$ cat src/hw/scp_pkg.sv
/*
  Shared constants, types and carriers for the serial configuration
  memory output logic.
  Assumes a single 40 MHz system clock samples every pin.
*/
package scp_pkg;

  // ----------------------------------------------------------------
  // Timing
  // ----------------------------------------------------------------
  localparam int CLK_MHZ = 40;
  localparam int POR_NS = 2000; // Internal power-on reset sequence
  localparam int POR_CYC = (POR_NS * CLK_MHZ + 999) / 1000;
  localparam int PULSE_NS = 500; // Least low time of config pulse
  localparam int PULSE_CYC = (PULSE_NS * CLK_MHZ + 999) / 1000;

  // ----------------------------------------------------------------
  // Storage geometry
  // ----------------------------------------------------------------
  localparam int WORD_W = 8;
  localparam int FIFO_DEPTH = 8;
  localparam int ADDR_W = 16;
  localparam logic [ADDR_W-1:0] TERM_COUNT = 16'hFFFF;

  // ----------------------------------------------------------------
  // Test access port instructions
  // ----------------------------------------------------------------
  localparam int IR_W = 8;
  localparam logic [IR_W-1:0] IR_CAPTURE = 8'h01;
  localparam logic [IR_W-1:0] INS_EXTEST = 8'h00;
  localparam logic [IR_W-1:0] INS_SAMPLE = 8'h01;
  localparam logic [IR_W-1:0] INS_CLAMP = 8'hFA;
  localparam logic [IR_W-1:0] INS_PROG = 8'hE8;
  localparam logic [IR_W-1:0] INS_CONFIG = 8'hEE;
  localparam logic [IR_W-1:0] INS_BYPASS = 8'hFF;

  // ----------------------------------------------------------------
  // Boundary-scan cell positions
  // ----------------------------------------------------------------
  localparam int BSR_LEN = 23;
  localparam int BS_CFGCLK_IN = 0;
  localparam int BS_DATA_OE = 3;
  localparam int BS_DATA_OUT = 4;
  localparam int BS_CHAIN_OE = 11;
  localparam int BS_CHAIN_OUT = 12;
  localparam int BS_CS_IN = 15;
  localparam int BS_OERST_OE = 18;
  localparam int BS_OERST_OUT = 19;
  localparam int BS_OERST_IN = 20;
  localparam int BS_PULSE_OE = 21;
  localparam int BS_PULSE_OUT = 22;

  // ----------------------------------------------------------------
  // Test access port controller states
  // ----------------------------------------------------------------
  typedef enum logic [15:0] {
    TAP_RESET = 16'h0001,
    TAP_IDLE = 16'h0002,
    TAP_SEL_DR = 16'h0004,
    TAP_CAP_DR = 16'h0008,
    TAP_SHIFT_DR = 16'h0010,
    TAP_EXIT1_DR = 16'h0020,
    TAP_PAUSE_DR = 16'h0040,
    TAP_EXIT2_DR = 16'h0080,
    TAP_UPD_DR = 16'h0100,
    TAP_SEL_IR = 16'h0200,
    TAP_CAP_IR = 16'h0400,
    TAP_SHIFT_IR = 16'h0800,
    TAP_EXIT1_IR = 16'h1000,
    TAP_PAUSE_IR = 16'h2000,
    TAP_EXIT2_IR = 16'h4000,
    TAP_UPD_IR = 16'h8000
  } scp_tap_type;

  // ----------------------------------------------------------------
  // Carriers
  // ----------------------------------------------------------------
  typedef struct packed {
    logic tck;
    logic tms;
    logic tdi;
  } scp_jtag_in_type;

  typedef struct packed {
    logic level; // Value put on the pin
    logic oe; // High while the pin is driven
  } scp_drive_type;

endpackage

$ cat src/hw/scp_fifo.sv
/*
  Word FIFO between the storage fetch and the bit serialiser.
  Assumes one clock, synchronous active-low reset, and a flush that
  empties it in one cycle.
*/
module scp_fifo #(
  parameter int WIDTH = 8,
  parameter int DEPTH = 8
) (
  input wire logic clk, // System clock
  input wire logic nrst, // Synchronous reset, active low
  input wire logic flush, // Drop all stored words
  input wire logic in_valid, // Word offered
  output logic in_ready, // Room for a word
  input wire logic [WIDTH-1:0] in_data, // Offered word
  output logic out_valid, // Word available
  input wire logic out_ready, // Consumer takes the word
  output logic [WIDTH-1:0] out_data // Oldest word
);

  localparam int PW = $clog2(DEPTH);

  logic [WIDTH-1:0] mem_r [DEPTH];
  logic [PW-1:0] wr_ptr_r;
  logic [PW-1:0] rd_ptr_r;
  logic [PW:0] count_r;
  logic push;
  logic pop;

  // ----------------------------------------------------------------
  // Handshakes
  // ----------------------------------------------------------------
  assign in_ready = (count_r != (PW+1)'(DEPTH));
  assign out_valid = (count_r != '0);
  assign push = in_valid & in_ready & ~flush;
  assign pop = out_valid & out_ready & ~flush;
  assign out_data = mem_r[rd_ptr_r];

  // Storage needs no reset; only pointers define content
  always_ff @(posedge clk) begin
    if (push) begin
      mem_r[wr_ptr_r] <= in_data;
    end
  end

  // Pointers wrap at the depth, which need not be a power of two
  always_ff @(posedge clk) begin
    if (!nrst || flush) begin
      wr_ptr_r <= '0;
      rd_ptr_r <= '0;
    end else begin
      if (push) begin
        wr_ptr_r <= (wr_ptr_r == PW'(DEPTH - 1)) ? '0 : wr_ptr_r + 1'b1;
      end
      if (pop) begin
        rd_ptr_r <= (rd_ptr_r == PW'(DEPTH - 1)) ? '0 : rd_ptr_r + 1'b1;
      end
    end
  end

  // Fill level
  always_ff @(posedge clk) begin
    if (!nrst || flush) begin
      count_r <= '0;
    end else if (push && !pop) begin
      count_r <= count_r + 1'b1;
    end else if (pop && !push) begin
      count_r <= count_r - 1'b1;
    end
  end

endmodule

$ cat src/hw/scp_output_ctrl.sv
/*
  Output-side control of a serial configuration memory: address
  counter, serial data pin, cascade select, reset line, config pulse
  and the boundary-scan test access port.
  Assumes all pins, including the configuration clock and TCK, are
  sampled synchronously by clk, and that the storage array answers a
  read one cycle after the request.
*/
// Overview of operation
// - Count config clock rises when selected, chip select low, reset released.
// - Reset line low clears counter and floats the data pin.
// - Hold reset line low until power-on reset finishes; polarity fixed.
// - Chip select high: standby, counter cleared, data pin floated.
// - Reconfigure instruction pulses the config pulse line low.
// - Cascade select low only when active and counter passed terminal count.
// - Cascade select returns high when reset line low or select high.
// - Stored data leave serially on the single data pin.
// - Programming mode floats the data pin unless clamped.
// - TAP state follows TMS on each TCK rise; TCK sequences test logic.
// - TDI shifts into the selected instruction or data register.
// - Scan cells for data out, data enable and config clock input.
// - Config pulse stays low at least the least pulse width.
module scp_output_ctrl #(
  parameter int WORD_W = scp_pkg::WORD_W,
  parameter int DEPTH = scp_pkg::FIFO_DEPTH,
  parameter int ADDR_W = scp_pkg::ADDR_W,
  parameter logic [ADDR_W-1:0] TERM = scp_pkg::TERM_COUNT
) (
  input wire logic clk, // System clock, 40 MHz
  input wire logic nrst, // Synchronous reset, active low
  input wire logic cfg_clk, // Configuration clock pin
  input wire logic cfg_clk_sel, // High when the clock pin is the source
  input wire logic cs_n, // Chip select, active low
  input wire logic oe_rst_n_in, // Level seen on the reset line
  output scp_pkg::scp_drive_type oe_rst_n_drv, // Open-drain reset drive
  output scp_pkg::scp_drive_type serial_data_out, // Serial data pin
  output scp_pkg::scp_drive_type chain_select_out, // Cascade select, low
  output scp_pkg::scp_drive_type config_pulse_out, // Open-drain pulse
  input scp_pkg::scp_jtag_in_type jtag_in, // TCK, TMS, TDI
  output scp_pkg::scp_drive_type tdo_out, // Test data out
  output logic programming_mode_active, // Programming instruction held
  output logic mem_rd, // Storage read strobe
  output logic [ADDR_W-1:0] mem_addr, // Storage word address
  input wire logic [WORD_W-1:0] mem_rdata, // Word, cycle after strobe
  output logic underrun // Counted edge found no word ready
);

  localparam int BW = $clog2(WORD_W);
  localparam int PCW = $clog2(scp_pkg::POR_CYC + 1);
  localparam int CCW = $clog2(scp_pkg::PULSE_CYC + 1);
  localparam logic [ADDR_W-1:0] LAST_WORD = ADDR_W'(TERM >> BW);

  // ----------------------------------------------------------------
  // Declarations
  // ----------------------------------------------------------------
  logic [PCW-1:0] por_cnt_r;
  logic por_done_r;
  logic cfg_clk_q_r;
  logic tck_q_r;
  logic run;
  logic count_en;
  logic [ADDR_W-1:0] addr_cnt_r;
  logic past_term_r;
  logic [ADDR_W-1:0] fetch_addr_r;
  logic fetch_done_r;
  logic rd_pend_r;
  logic fifo_in_ready;
  logic fifo_out_valid;
  logic fifo_pop;
  logic [WORD_W-1:0] fifo_out_data;
  logic [WORD_W-1:0] word_r;
  logic [BW-1:0] bit_left_r;
  logic word_valid_r;
  logic data_r;
  logic data_oe_r;
  logic chain_n_r;
  logic [CCW-1:0] pulse_cnt_r;
  logic tck_rise;
  logic tck_fall;
  scp_pkg::scp_tap_type tap_r;
  scp_pkg::scp_tap_type tap_nxt;
  logic [scp_pkg::IR_W-1:0] ir_sh_r;
  logic [scp_pkg::IR_W-1:0] ir_r;
  logic [scp_pkg::BSR_LEN-1:0] bsr_sh_r;
  logic [scp_pkg::BSR_LEN-1:0] bsr_upd_r;
  logic [scp_pkg::BSR_LEN-1:0] bsr_cap;
  logic bypass_r;
  logic tdo_r;
  logic tdo_oe_r;
  logic sel_bsr;
  logic pin_ctl;
  logic clamp;

  // ----------------------------------------------------------------
  // Pin sampling and active condition
  // ----------------------------------------------------------------

  // Previous levels for edge detection
  always_ff @(posedge clk) begin
    if (!nrst) begin
      cfg_clk_q_r <= 1'b0;
      tck_q_r <= 1'b0;
    end else begin
      cfg_clk_q_r <= cfg_clk;
      tck_q_r <= jtag_in.tck;
    end
  end

  // The line reads low while this device itself still pulls it
  assign run = ~cs_n & oe_rst_n_in;
  assign count_en = cfg_clk & ~cfg_clk_q_r & cfg_clk_sel & run;
  assign tck_rise = jtag_in.tck & ~tck_q_r;
  assign tck_fall = ~jtag_in.tck & tck_q_r;

  // Power-on sequence timer releases the reset line when done
  always_ff @(posedge clk) begin
    if (!nrst) begin
      por_cnt_r <= '0;
      por_done_r <= 1'b0;
    end else if (!por_done_r) begin
      por_cnt_r <= por_cnt_r + 1'b1;
      por_done_r <= (por_cnt_r == PCW'(scp_pkg::POR_CYC - 1));
    end
  end

  // ----------------------------------------------------------------
  // Storage fetch into the word FIFO
  // ----------------------------------------------------------------

  // One read outstanding at most, so a ready FIFO always has room
  always_ff @(posedge clk) begin
    if (!nrst || !run) begin
      fetch_addr_r <= '0;
      fetch_done_r <= 1'b0;
      rd_pend_r <= 1'b0;
    end else begin
      rd_pend_r <= mem_rd;
      if (mem_rd) begin
        fetch_addr_r <= fetch_addr_r + 1'b1;
        fetch_done_r <= (fetch_addr_r == LAST_WORD);
      end
    end
  end

  assign mem_rd = run & ~rd_pend_r & ~fetch_done_r & fifo_in_ready;
  assign mem_addr = fetch_addr_r;

  scp_fifo #(
    .WIDTH(WORD_W),
    .DEPTH(DEPTH)
  ) u_fifo (
    .clk(clk),
    .nrst(nrst),
    .flush(~run),
    .in_valid(rd_pend_r),
    .in_ready(fifo_in_ready),
    .in_data(mem_rdata),
    .out_valid(fifo_out_valid),
    .out_ready(fifo_pop),
    .out_data(fifo_out_data)
  );

  // ----------------------------------------------------------------
  // Address counter and serialiser
  // ----------------------------------------------------------------

  // Cleared while deselected or held in reset
  always_ff @(posedge clk) begin
    if (!nrst || !run) begin
      addr_cnt_r <= '0;
      past_term_r <= 1'b0;
    end else if (count_en && word_valid_r) begin
      addr_cnt_r <= addr_cnt_r + 1'b1;
      if (addr_cnt_r == TERM) begin
        past_term_r <= 1'b1;
      end
    end
  end

  // A new word loads only once the previous one is fully shifted
  assign fifo_pop = ~word_valid_r & fifo_out_valid;

  // Word shifter: bit 0 is the bit at the current address
  always_ff @(posedge clk) begin
    if (!nrst || !run) begin
      word_r <= '0;
      bit_left_r <= '0;
      word_valid_r <= 1'b0;
    end else if (fifo_pop) begin
      word_r <= fifo_out_data;
      bit_left_r <= BW'(WORD_W - 1);
      word_valid_r <= 1'b1;
    end else if (count_en && word_valid_r) begin
      word_r <= word_r >> 1;
      bit_left_r <= bit_left_r - 1'b1;
      word_valid_r <= (bit_left_r != '0);
    end
  end

  // Missed edges are flagged; the clock outran the storage
  always_ff @(posedge clk) begin
    if (!nrst || !run) begin
      underrun <= 1'b0;
    end else if (count_en && !word_valid_r && !past_term_r) begin
      underrun <= 1'b1;
    end
  end

  // ----------------------------------------------------------------
  // Pin drivers
  // ----------------------------------------------------------------
  assign pin_ctl = (ir_r == scp_pkg::INS_EXTEST) | clamp;
  assign clamp = (ir_r == scp_pkg::INS_CLAMP);
  assign programming_mode_active = (ir_r == scp_pkg::INS_PROG);

  // Data pin: scan cells override in test, float when not active
  always_ff @(posedge clk) begin
    if (!nrst) begin
      data_r <= 1'b0;
      data_oe_r <= 1'b0;
    end else if (pin_ctl) begin
      data_r <= bsr_upd_r[scp_pkg::BS_DATA_OUT];
      data_oe_r <= bsr_upd_r[scp_pkg::BS_DATA_OE];
    end else begin
      data_r <= word_r[0];
      data_oe_r <= run & word_valid_r & ~programming_mode_active;
    end
  end

  assign serial_data_out.level = data_r;
  assign serial_data_out.oe = data_oe_r;

  // Cascade select, one cycle behind its cause
  always_ff @(posedge clk) begin
    if (!nrst) begin
      chain_n_r <= 1'b1;
    end else if (pin_ctl) begin
      chain_n_r <= bsr_upd_r[scp_pkg::BS_CHAIN_OUT];
    end else if (!run) begin
      chain_n_r <= 1'b1;
    end else begin
      chain_n_r <= ~past_term_r;
    end
  end

  assign chain_select_out.level = chain_n_r;
  assign chain_select_out.oe = pin_ctl ? bsr_upd_r[scp_pkg::BS_CHAIN_OE]
                                       : 1'b1;

  // Reset line is pulled low only; its polarity is not selectable
  assign oe_rst_n_drv.level = 1'b0;
  assign oe_rst_n_drv.oe = ~por_done_r |
    (pin_ctl & bsr_upd_r[scp_pkg::BS_OERST_OE] &
     ~bsr_upd_r[scp_pkg::BS_OERST_OUT]);

  // Config pulse timer, started when the instruction is loaded
  always_ff @(posedge clk) begin
    if (!nrst) begin
      pulse_cnt_r <= '0;
    end else if (tck_rise && tap_r == scp_pkg::TAP_UPD_IR &&
                 ir_sh_r == scp_pkg::INS_CONFIG) begin
      pulse_cnt_r <= CCW'(scp_pkg::PULSE_CYC);
    end else if (pulse_cnt_r != '0) begin
      pulse_cnt_r <= pulse_cnt_r - 1'b1;
    end
  end

  assign config_pulse_out.level = 1'b0;
  assign config_pulse_out.oe = (pulse_cnt_r != '0) |
    (pin_ctl & bsr_upd_r[scp_pkg::BS_PULSE_OE] &
     ~bsr_upd_r[scp_pkg::BS_PULSE_OUT]);

  // ----------------------------------------------------------------
  // Test access port controller
  // ----------------------------------------------------------------

  // Standard sixteen-state walk on TMS
  always_comb begin
    tap_nxt = tap_r;
    case (tap_r)
      scp_pkg::TAP_RESET: begin
        tap_nxt = jtag_in.tms ? scp_pkg::TAP_RESET : scp_pkg::TAP_IDLE;
      end
      scp_pkg::TAP_IDLE, scp_pkg::TAP_UPD_DR, scp_pkg::TAP_UPD_IR: begin
        tap_nxt = jtag_in.tms ? scp_pkg::TAP_SEL_DR : scp_pkg::TAP_IDLE;
      end
      scp_pkg::TAP_SEL_DR: begin
        tap_nxt = jtag_in.tms ? scp_pkg::TAP_SEL_IR : scp_pkg::TAP_CAP_DR;
      end
      scp_pkg::TAP_CAP_DR, scp_pkg::TAP_SHIFT_DR: begin
        tap_nxt = jtag_in.tms ? scp_pkg::TAP_EXIT1_DR
                              : scp_pkg::TAP_SHIFT_DR;
      end
      scp_pkg::TAP_EXIT1_DR: begin
        tap_nxt = jtag_in.tms ? scp_pkg::TAP_UPD_DR
                              : scp_pkg::TAP_PAUSE_DR;
      end
      scp_pkg::TAP_PAUSE_DR: begin
        tap_nxt = jtag_in.tms ? scp_pkg::TAP_EXIT2_DR
                              : scp_pkg::TAP_PAUSE_DR;
      end
      scp_pkg::TAP_EXIT2_DR: begin
        tap_nxt = jtag_in.tms ? scp_pkg::TAP_UPD_DR
                              : scp_pkg::TAP_SHIFT_DR;
      end
      scp_pkg::TAP_SEL_IR: begin
        tap_nxt = jtag_in.tms ? scp_pkg::TAP_RESET : scp_pkg::TAP_CAP_IR;
      end
      scp_pkg::TAP_CAP_IR, scp_pkg::TAP_SHIFT_IR: begin
        tap_nxt = jtag_in.tms ? scp_pkg::TAP_EXIT1_IR
                              : scp_pkg::TAP_SHIFT_IR;
      end
      scp_pkg::TAP_EXIT1_IR: begin
        tap_nxt = jtag_in.tms ? scp_pkg::TAP_UPD_IR
                              : scp_pkg::TAP_PAUSE_IR;
      end
      scp_pkg::TAP_PAUSE_IR: begin
        tap_nxt = jtag_in.tms ? scp_pkg::TAP_EXIT2_IR
                              : scp_pkg::TAP_PAUSE_IR;
      end
      scp_pkg::TAP_EXIT2_IR: begin
        tap_nxt = jtag_in.tms ? scp_pkg::TAP_UPD_IR
                              : scp_pkg::TAP_SHIFT_IR;
      end
      default: begin
        tap_nxt = scp_pkg::TAP_RESET;
      end
    endcase
  end

  // State moves only on a TCK rise
  always_ff @(posedge clk) begin
    if (!nrst) begin
      tap_r <= scp_pkg::TAP_RESET;
    end else if (tck_rise) begin
      tap_r <= tap_nxt;
    end
  end

  // Instruction register: capture, shift, then update
  always_ff @(posedge clk) begin
    if (!nrst) begin
      ir_sh_r <= scp_pkg::IR_CAPTURE;
      ir_r <= scp_pkg::INS_BYPASS;
    end else if (tck_rise) begin
      case (tap_r)
        scp_pkg::TAP_RESET: begin
          ir_r <= scp_pkg::INS_BYPASS;
        end
        scp_pkg::TAP_CAP_IR: begin
          ir_sh_r <= scp_pkg::IR_CAPTURE;
        end
        scp_pkg::TAP_SHIFT_IR: begin
          ir_sh_r <= {jtag_in.tdi, ir_sh_r[scp_pkg::IR_W-1:1]};
        end
        scp_pkg::TAP_UPD_IR: begin
          ir_r <= ir_sh_r;
        end
        default: begin
          ir_r <= ir_r;
        end
      endcase
    end
  end

  assign sel_bsr = (ir_r == scp_pkg::INS_EXTEST) |
                   (ir_r == scp_pkg::INS_SAMPLE);

  // Captured pin levels for the scan chain
  always_comb begin
    bsr_cap = '0;
    bsr_cap[scp_pkg::BS_CFGCLK_IN] = cfg_clk;
    bsr_cap[scp_pkg::BS_DATA_OE] = serial_data_out.oe;
    bsr_cap[scp_pkg::BS_DATA_OUT] = serial_data_out.level;
    bsr_cap[scp_pkg::BS_CHAIN_OE] = chain_select_out.oe;
    bsr_cap[scp_pkg::BS_CHAIN_OUT] = chain_n_r;
    bsr_cap[scp_pkg::BS_CS_IN] = cs_n;
    bsr_cap[scp_pkg::BS_OERST_OE] = oe_rst_n_drv.oe;
    bsr_cap[scp_pkg::BS_OERST_IN] = oe_rst_n_in;
    bsr_cap[scp_pkg::BS_PULSE_OE] = config_pulse_out.oe;
  end

  // Data registers: boundary chain or single bypass bit
  always_ff @(posedge clk) begin
    if (!nrst) begin
      bsr_sh_r <= '0;
      bsr_upd_r <= '0;
      bypass_r <= 1'b0;
    end else if (tck_rise) begin
      if (tap_r == scp_pkg::TAP_CAP_DR) begin
        bsr_sh_r <= sel_bsr ? bsr_cap : bsr_sh_r;
        bypass_r <= 1'b0;
      end else if (tap_r == scp_pkg::TAP_SHIFT_DR) begin
        if (sel_bsr) begin
          bsr_sh_r <= {jtag_in.tdi, bsr_sh_r[scp_pkg::BSR_LEN-1:1]};
        end
        bypass_r <= jtag_in.tdi;
      end else if (tap_r == scp_pkg::TAP_UPD_DR && sel_bsr) begin
        bsr_upd_r <= bsr_sh_r;
      end
    end
  end

  // Test data out changes on the falling TCK edge
  always_ff @(posedge clk) begin
    if (!nrst) begin
      tdo_r <= 1'b1;
      tdo_oe_r <= 1'b0;
    end else if (tck_fall) begin
      tdo_oe_r <= (tap_r == scp_pkg::TAP_SHIFT_DR) |
                  (tap_r == scp_pkg::TAP_SHIFT_IR);
      if (tap_r == scp_pkg::TAP_SHIFT_IR) begin
        tdo_r <= ir_sh_r[0];
      end else begin
        tdo_r <= sel_bsr ? bsr_sh_r[0] : bypass_r;
      end
    end
  end

  assign tdo_out.level = tdo_r;
  assign tdo_out.oe = tdo_oe_r;

endmodule

$ cat config.mk
export PLATFORM = sky130hd
export DESIGN_NAME = scp_output_ctrl
export DESIGN_NICKNAME = d
export VERILOG_FILES = /design/src/hw/scp_pkg.sv /design/src/hw/scp_fifo.sv /design/src/hw/scp_output_ctrl.sv
export SDC_FILE = /design/constraint.sdc
export NUM_CORES = 1
export LEC_CHECK = 0
export ABC_AREA = 1
export BUFFER_PORTS_ARGS = -buffer_cell sky130_fd_sc_hd__buf_4
export CAP_MARGIN = 30
export CORE_ASPECT_RATIO = 0.75
export CORE_MARGIN = 8
export CORE_UTILIZATION = 41
export CTS_BUF_LIST = sky130_fd_sc_hd__clkbuf_4 sky130_fd_sc_hd__clkbuf_8
export DETAILED_ROUTE_END_ITERATION = 10
export PLACE_DENSITY = 0.57
export SYNTH_ARGS = -nofsm -noshare
export SYNTH_HDL_FRONTEND = slang
export SYNTH_SLANG_ARGS = --single-unit
$ cat constraint.sdc
create_clock -name clk -period 6.9 [get_ports clk]
set_input_delay 1.38 -clock clk [delete_from_list [all_inputs] [get_ports clk]]
set_output_delay 1.38 -clock clk [all_outputs]
set_load 0.05 [all_outputs]
==> metrics.cfg, run 1 <==
[outcome]
status = complete, no violations

[timing]
fmax_ghz = 0.243
finalHoldViolCount = 0
fin_crit_ps = 4120
worst_pin_slew_ps = 958
finalCritPeriodShare = 0.598
finClkSkew_ps = 16.2
fin_setup_tns_ps = 0
report.final.slew_viol_count = 0
rsz0062_at_grt = no
setup_viol = 0
holdWs_ps = 455
timing.slew.headroom = 0.361

[die]
die_w_um = 191
ioPinCount = 46
placementRows = 48
die_h_um = 147
initial_core_util = 0.412
die_area_mm2 = 0.0280
coreArea_mm2 = 0.0228

[drt]
drtPass1Iterations = 4
drt-total-wl_um = 21500
vias = 7576
detail-route-antenna-nets = 0
viasPerCell = 4.98
drc = 0
drtIter0Drc = 459
routedWlPerCell_um = 14.1

[pwr]
powerDensity_mw_per_mm2 = 237
ir_drop_mv = 0.164
leakage_nw = 4.07

[global_routing]
grt_use_total = 0.153
overflow = 0
grt_pass1_vias = 7185
grt_max_degree = 53
antenna_found_initial = 0
grt_pass1_wl_um = 35900

[cells_and_area]
nets = 1229
drive_gt1_frac = 0.115
num_antenna_cells = 0
area.growth.synth_to_final_pct = 13.0
fin_cells = 1522
utilization = 0.466
seqCellArea_mm2 = 0.00482
num-fill-cells = 2296
fin_area_mm2 = 0.0106
multiInputGateArea_mm2 = 0.00387

[clock_network]
holdBufCountCts = 0
cts_root_buffer = clkbuf_8
cts.repair.resized = 0
post-cts-setup-buffer-count = 0
clock-sinks = 209
cts_tree = yes
insertion_delay_ps = 500
clockBufferDepth = 3
cts-htree-levels = 2
numCtsBuffers = 34
clk_pin_slew_ps = 60

[synth]
synth-edff-count = 64
synth_ff_type = dfxtp_1
synth_top_family_by_area = simple AND/OR/NAND/NOR gates
netlist.area_leader.share = 0.309
ys_seq_area_frac = 0.514
synth_area_mm2 = 0.00939
synthCells = 1158
synth.area.top_cells = dfxtp_1 (31%), edfxtp_1 (20%), nand2_1 (7.7%), nor2_1 (7.0%), o21ai_0 (5.9%)
synth_mux_area_frac = 0
yosysWarnings = 0
synth-simple-area-share = 0.245
syn_avg_cell_area_um2 = 8.11
synth-compound-area-share = 0.136
yosys.area_share.adder = 0.0195
yosysUniqueCellTypes = 45
yosys.area.top_type = dfxtp_1
synth_xor_area_frac = 0.0112
async_flop_share = 0
ys_ff_latch = 209

[worst_setup_path]
worstPathRequired_ps = 5520
cp_max_fo = 14
start_kind = primary input
cp.arrival_ps = 2740
crit_type = primary input to output pin
reg2regPathDepth = 15
end_kind = output pin

[placed_design]
io_buffers = 43
placed_cell_area_mm2 = 0.00995
dp_hpwl_um = 14300
dp.cells = 1462
gp_congestion = 0.790

[job]
drv_cap = 0

[hold_path]
hold_path_class = flop to flop
hold_depth = 2

## cell usage in the layout, fill, tap and decap left out, types with 3 or more instances in the layout
cell / instances
nor3_1: 17
inv_2: 3
ha_1: 13
clkinv_1: 8
nor2_2: 9
o21ai_0: 110
edfxtp_1: 64
clkbuf_8: 41
clkinv_2: 9
o211ai_1: 20
nand2_4: 3
dfxtp_1: 145
o21ai_1: 4
a31oi_1: 4
nand2_1: 193
nand3b_1: 5
xor2_1: 11
nor2_4: 3
and3_1: 4
nand3_1: 59
clkbuf_4: 4
or2_2: 4
a21oi_1: 95
nand4_1: 19
inv_1: 120
nor2_1: 176
nand2_2: 6
buf_4: 46
## metal layers
metal  track usage  routed length, um  up-vias
li1              -                  -     3920
met1         0.221              10900     3481
met2         0.230               9230      144
met3        0.0301                980       31
met4        0.0368                349        0
met5             0                  0        -
## kinds of logic after synthesis
logic type	count (synthesis)
AOI/OAI and AO/OA	239
DFF	209
and+or+nand+nor	512
buffers and inverters	171
other	1
adders and majority gates	14
xor gates and xnor gates	12
## cell usage after synthesis (all sizes together) (5+ instances only)
library cell  count
xor2             11
edfxtp           64
nand4            21
nor2            190
ha               13
or2               5
clkbuf           26
inv             123
dfxtp           145
buf              19
o211ai           20
nor3             21
a21oi            96
nand3b            5
nand2           202
o21ai           114
nand3            60
## critical path, cell delays in order
cell and delay [ps]:
buf_4 120, nand2_2 200, nor3_1 80, nand2_1 330
clkinv_1 340, buf_4 280
## per-stage QoR
step	setup WS, ps	total power, mW
after floorplan	3380	1.44
after global placement	2850	1.48
after detailed placement	2780	1.49
after CTS	2780	2.56
after global routing	2620	2.63
final	2780	2.51
## flip-flops by register name, summed over array words and instances, names as in the netlist, 7 cells and up, named ones only
register,count
bsr_sh_r,23
bsr_upd_r,8
mem_addr,16
ir_r,8
word_r,8
addr_cnt_r,16
por_cnt_r,7
u_fifo.mem_r,64
tap_r,16
ir_sh_r,8
## final cells by class
type,instances,area share
flip-flops and latches,209,0.455
inverters,126,0.0446
clock buffers,45,0.0560
multi-input cells,779,0.365
repair buffers,48,0.0377
well taps,300,0.0354
clock inverters,15,0.00672
## power breakdown
part / internal [mW] / switching [mW] / total, mW
clock: 0.563 / 0.491 / 1.05
combinational: 0.0531 / 0.110 / 0.163
sequential: 1.28 / 0.0138 / 1.30
total: 1.90 / 0.615 / 2.51
## path summary, 6_finish.rpt
path	end	startpoint	slack [ps]
max	mem_rd	oe_rst_n_in	2780
min	bsr_sh_r[14]$_SDFFE_PN0P_	bsr_sh_r[14]$_SDFFE_PN0P_	460
max reg2reg	u_fifo.count_r[3]$_SDFFE_PP0P_	u_fifo.count_r[0]$_SDFFE_PP0P_	3760
min reg2reg	bsr_sh_r[14]$_SDFFE_PN0P_	bsr_sh_r[14]$_SDFFE_PN0P_	460
Power figures use the tool's default switching activity.
==> run 2, diff against run 1 <==
==> constraint.sdc (replaced) <==
create_clock -name clk -period 4.3 [get_ports clk]
set_input_delay 0.86 -clock clk [delete_from_list [all_inputs] [get_ports clk]]
set_output_delay 0.86 -clock clk [all_outputs]
set_load 0.05 [all_outputs]
==> run 2 against run 1 <==
Against the previous run: clock-buffer cell count rose by 5; sequential power is 60% higher; clock power is 66% higher; critical path type is now flop to flop; worst hold slack got worse by 1.7 ps; clock skew rose by 4.0 ps; sequential share of layout area fell by 0.053 points; critical endpoint is now u_fifo.count_r[3]$_SDFFE_PP0P_; largest power group unchanged; total power up 62%.
==> metrics.cfg, run 2 (synthesis results as in run 1) <==
[placed_design]
io_buffers = 43
dp_hpwl_um = 14300
placed_cell_area_mm2 = 0.00995
gp_congestion = 0.813

[global_routing]
overflow = 0
grt_use_total = 0.152
grt_pass1_wl_um = 35500
grt_pass1_vias = 7047
grt_max_degree = 52
antenna_found_initial = 0

[worst_setup_path]
worstPathRequired_ps = 4750
reg2regPathDepth = 16
crit_chain = nor2_1, nand3_1, nand2_1, clkinv_1, nand2_1, ha_1, inv_1, ha_1, a21o_1, a21oi_1, nor2_1, nor2_1, nand2_1, nand2_1, nand2_1, nor2_1
crit_type = flop to flop
reg2reg_setup_slack_ps = 1190
end_kind = flop
start_kind = flop
timing.rr.end = u_fifo.count_r[3]$_SDFFE_PP0P_
rr_startpoint = u_fifo.count_r[0]$_SDFFE_PP0P_
slowest_stage = clkinv_1
max_stage_delay_ps = 390
crit_top_cell = nand2_1
cp.arrival_ps = 3560
cp_max_fo = 13

[die]
die_h_um = 147
die_w_um = 191
ioPinCount = 46
initial_core_util = 0.412
placementRows = 48
coreArea_mm2 = 0.0228
die_area_mm2 = 0.0280

[cells_and_area]
layout_common_cells = nand2_1 (193), nor2_1 (176), dfxtp_1 (145)
nets = 1233
final_common_cell = nand2_1
largest_register_ffs = 64
top_regs = u_fifo.mem_r (64), bsr_sh_r (23)
num_antenna_cells = 0
area.growth.synth_to_final_pct = 13.2
fin_area_mm2 = 0.0106
drive_gt1_frac = 0.117
top_register = u_fifo.mem_r
num-fill-cells = 2269

[job]
drv_cap = 0

[clock_network]
clk_pin_slew_ps = 60
holdBufCountCts = 0
cts.repair.resized = 0
clockBufferDepth = 3
clock-sinks = 209
post-cts-setup-buffer-count = 0
cts_tree = yes
cts_root_buffer = clkbuf_8
numCtsBuffers = 35
insertion_delay_ps = 520
cts-htree-levels = 2

[timing]
finalCritPeriodShare = 0.723
worst_pin_slew_ps = 731
fin_crit_ps = 3110
finalHoldViolCount = 0
timing.slew.headroom = 0.511
fmax_ghz = 0.322
setup_viol = 0
report.final.slew_viol_count = 0
fin_setup_tns_ps = 0
rsz0062_at_grt = no
finClkSkew_ps = 20.2

[drt]
detail-route-antenna-nets = 0
routedWlPerCell_um = 14.1
drtIter0Drc = 409
drtPass1Iterations = 8
drt-total-wl_um = 21500
viasPerCell = 4.95
drc = 0
vias = 7531

[pwr]
powerDensity_mw_per_mm2 = 384
ir_drop_mv = 0.206
leakage_nw = 4.08

[hold_path]
whs_endpoint = fetch_done_r$_SDFFE_PP0P_
hold_depth = 2
hold_path_class = flop to flop
min_from = fetch_done_r$_SDFFE_PP0P_

[outcome]
status = complete, no violations

-- run 2: metal layers --
metal	wire [um]	vias up	share of wire	GRT usage
met1	11100	3446	0.52	0.223
met5	0	-	0	0
li1	-	3918	-	-
met3	842	42	0.039	0.0301
met2	9130	125	0.42	0.221
met4	450	0	0.021	0.0461
-- run 2: power breakdown --
group | internal [mW] | total [mW] | switching [mW]
Sequential | 2.06 | 2.08 | 0.0218
Clock | 0.950 | 1.74 | 0.785
Combinational | 0.0848 | 0.264 | 0.180
-- run 2: worst max path at each step --
stage | from | to | slack [ps] | cells past startpoint
6_report | u_fifo.count_r[0]$_SDFFE_PP0P_ | u_fifo.count_r[3]$_SDFFE_PP0P_ | 1190 | 16
5_1_grt | u_fifo.count_r[0]$_SDFFE_PP0P_ | u_fifo.count_r[3]$_SDFFE_PP0P_ | 850 | 16
4_1_cts | cs_n | mem_rd | 1220 | 7
3_5_place_dp | cs_n | mem_rd | 1220 | 7
3_3_place_gp | oe_rst_n_in | mem_rd | 1290 | 6
2_1_floorplan | ir_r[1]$_SDFFE_PN1P_ | programming_mode_active | 1670 | 2
-- run 2: layout make-up --
type | instances | area (um^2) | share of cell area
Tap cell | 300 | 375 | 0.0353
Clock inverter | 7 | 37.5 | 0.00353
Clock buffer | 50 | 638 | 0.0601
Timing Repair Buffer | 51 | 403 | 0.0379
Multi-Input combinational cell | 779 | 3870 | 0.365
Inverter | 126 | 473 | 0.0445
Sequential cell | 209 | 4820 | 0.454
-- run 2: worst max-delay path, delay by kind of cell (launching register included) --
| kind | cells | cell delay, ps |
|---|---|---|
| compound gates | 2 | 340 |
| fa+ha+maj | 2 | 510 |
| buf+inv | 2 | 480 |
| flops | 1 | 350 |
| simple gates | 10 | 1370 |
-- run 2: per-stage QoR --
step / power [mW] / hold slack [ps] / instances / setup WS (ps) / util
floorplan: 2.31 / 428 / 1159 / 1670 / -
global placement: 2.38 / 441 / 1464 / 1290 / 0.436
detailed placement: 2.39 / 447 / 1465 / 1220 / 0.437
CTS: 4.15 / 458 / 1522 / 1220 / 0.467
global route: 4.27 / 469 / 1522 / 854 / 0.467
finish: 4.08 / 454 / 1522 / 1190 / 0.467
==> run 3, diff against run 2 <==
--- a/config.mk
+++ b/config.mk
@@ -13,7 +13,7 @@
 export CORE_UTILIZATION = 41
 export CTS_BUF_LIST = sky130_fd_sc_hd__clkbuf_4 sky130_fd_sc_hd__clkbuf_8
 export DETAILED_ROUTE_END_ITERATION = 10
-export PLACE_DENSITY = 0.57
+export PLACE_DENSITY = 0.59
 export SYNTH_ARGS = -nofsm -noshare
 export SYNTH_HDL_FRONTEND = slang
 export SYNTH_SLANG_ARGS = --single-unit
==> constraint.sdc (replaced) <==
create_clock -name clk -period 2.75 [get_ports clk]
set_input_delay 0.55 -clock clk [delete_from_list [all_inputs] [get_ports clk]]
set_output_delay 0.55 -clock clk [all_outputs]
set_load 0.05 [all_outputs]
==> run 3 against run 2 <==
Against the previous run: worst hold slack lost 220 ps; die area unchanged; via count is 1.9% higher; cell count grew 1.6%.
==> metrics.cfg, run 3 (synthesis results as in run 1) <==
[global_routing]
grt_max_degree = 52
antenna_found_initial = 0
grt_use_total = 0.152
grt_pass1_vias = 7047
grt_pass1_wl_um = 35800
overflow = 0

[timing]
finalCritPeriodShare = 0.940
fmax_ghz = 0.387
setup_viol = 0
fin_setup_tns_ps = 0
fin_crit_ps = 2590
worst_pin_slew_ps = 954
rsz0062_at_grt = no
report.final.slew_viol_count = 0
finalHoldViolCount = 0
finClkSkew_ps = 19.4
timing.slew.headroom = 0.363

[die]
placementRows = 48
coreArea_mm2 = 0.0228
die_w_um = 191
die_h_um = 147
initial_core_util = 0.412
die_area_mm2 = 0.0280
ioPinCount = 46

[clock_network]
numCtsBuffers = 36
holdBufCountCts = 0
cts.repair.resized = 0
insertion_delay_ps = 520
cts_root_buffer = clkbuf_8
clk_pin_slew_ps = 60
clockBufferDepth = 3
cts_tree = yes
cts-htree-levels = 2
post-cts-setup-buffer-count = 0
clock-sinks = 209

[drt]
drc = 0
routedWlPerCell_um = 13.9
detail-route-antenna-nets = 0
drtPass1Iterations = 4
drt-total-wl_um = 21400
drtIter0Drc = 439
vias = 7674
viasPerCell = 4.96

[cells_and_area]
nets = 1252
top_regs = u_fifo.mem_r (64), bsr_sh_r (23)
top_register = u_fifo.mem_r
num-fill-cells = 2274
largest_register_ffs = 64
num_antenna_cells = 0
drive_gt1_frac = 0.136
area.growth.synth_to_final_pct = 15.5
layout_common_cells = nand2_1 (193), nor2_1 (176), dfxtp_1 (145)
final_common_cell = nand2_1

[pwr]
powerDensity_mw_per_mm2 = 612
leakage_nw = 4.22
power.total_mw = 6.64
ir_drop_mv = 0.374

[outcome]
status = complete, no violations

[placed_design]
gp_congestion = 0.821
dp_hpwl_um = 14200
io_buffers = 43

[worst_setup_path]
crit_type = flop to output pin
start_kind = flop
cp.arrival_ps = 2040
cp_max_fo = 8
worstPathRequired_ps = 2200
end_kind = output pin

[hold_path]
hold_path_class = primary input to flop

[job]
drv_cap = 0

[run 3: per-layer routing]
metal / global-route usage / routed length (um)
met1: 0.226 / 11200
met2: 0.220 / 8870
met3: 0.0332 / 1030
met4: 0.0348 / 302
met5: 0 / 0
[run 3: final cells by class]
type	count	area, um^2	share of cell area
Sequential cell	209	4820	0.445
Multi-Input combinational cell	779	3870	0.357
Clock buffer	58	742	0.0684
Timing Repair Buffer	69	518	0.0478
Inverter	126	473	0.0436
Tap cell	300	375	0.0346
Clock inverter	6	37.5	0.00346
[run 3: power by group]
| part | total, mW | internal, mW | switching [mW] |
|---|---|---|---|
| logic | 0.417 | 0.137 | 0.280 |
| clock network | 2.97 | 1.71 | 1.26 |
| registers | 3.25 | 3.22 | 0.0346 |
| total | 6.64 | 5.07 | 1.57 |
[run 3: through the flow]
stage / util / hold slack (ps) / cell area [um^2] / instances / setup WS (ps)
floorplan: - / 428 / 9390 / 1159 / 433
global placement: 0.442 / 441 / 10100 / 1483 / 304
detailed placement: 0.442 / 448 / 10100 / 1483 / 258
CTS: 0.476 / 211 / 10800 / 1547 / 125
global route: 0.476 / 219 / 10800 / 1547 / 1.37
finish: 0.476 / 236 / 10800 / 1547 / 165
[run 3: worst paths after layout]
kind	startpoint	endpoint	slack, ps	depth (start not counted)
max reg2reg	u_fifo.count_r[0]$_SDFFE_PP0P_	u_fifo.count_r[3]$_SDFFE_PP0P_	410	16
min reg2reg	fetch_done_r$_SDFFE_PP0P_	fetch_done_r$_SDFFE_PP0P_	450	2
max	ir_r[1]$_SDFFE_PN1P_	oe_rst_n_drv[0]	160	7
min	jtag_in[2]	tck_q_r$_SDFF_PN0_	240	3
[run 3: worst max-delay path, stage by stage, from the launching register on]
cell     delay [ps]
dfxtp_1         350
or2_2           310
nor2_1           90
nand2_1          60
nand2_1         250
nand3_1         160
nand2_1         110
buf_4           200
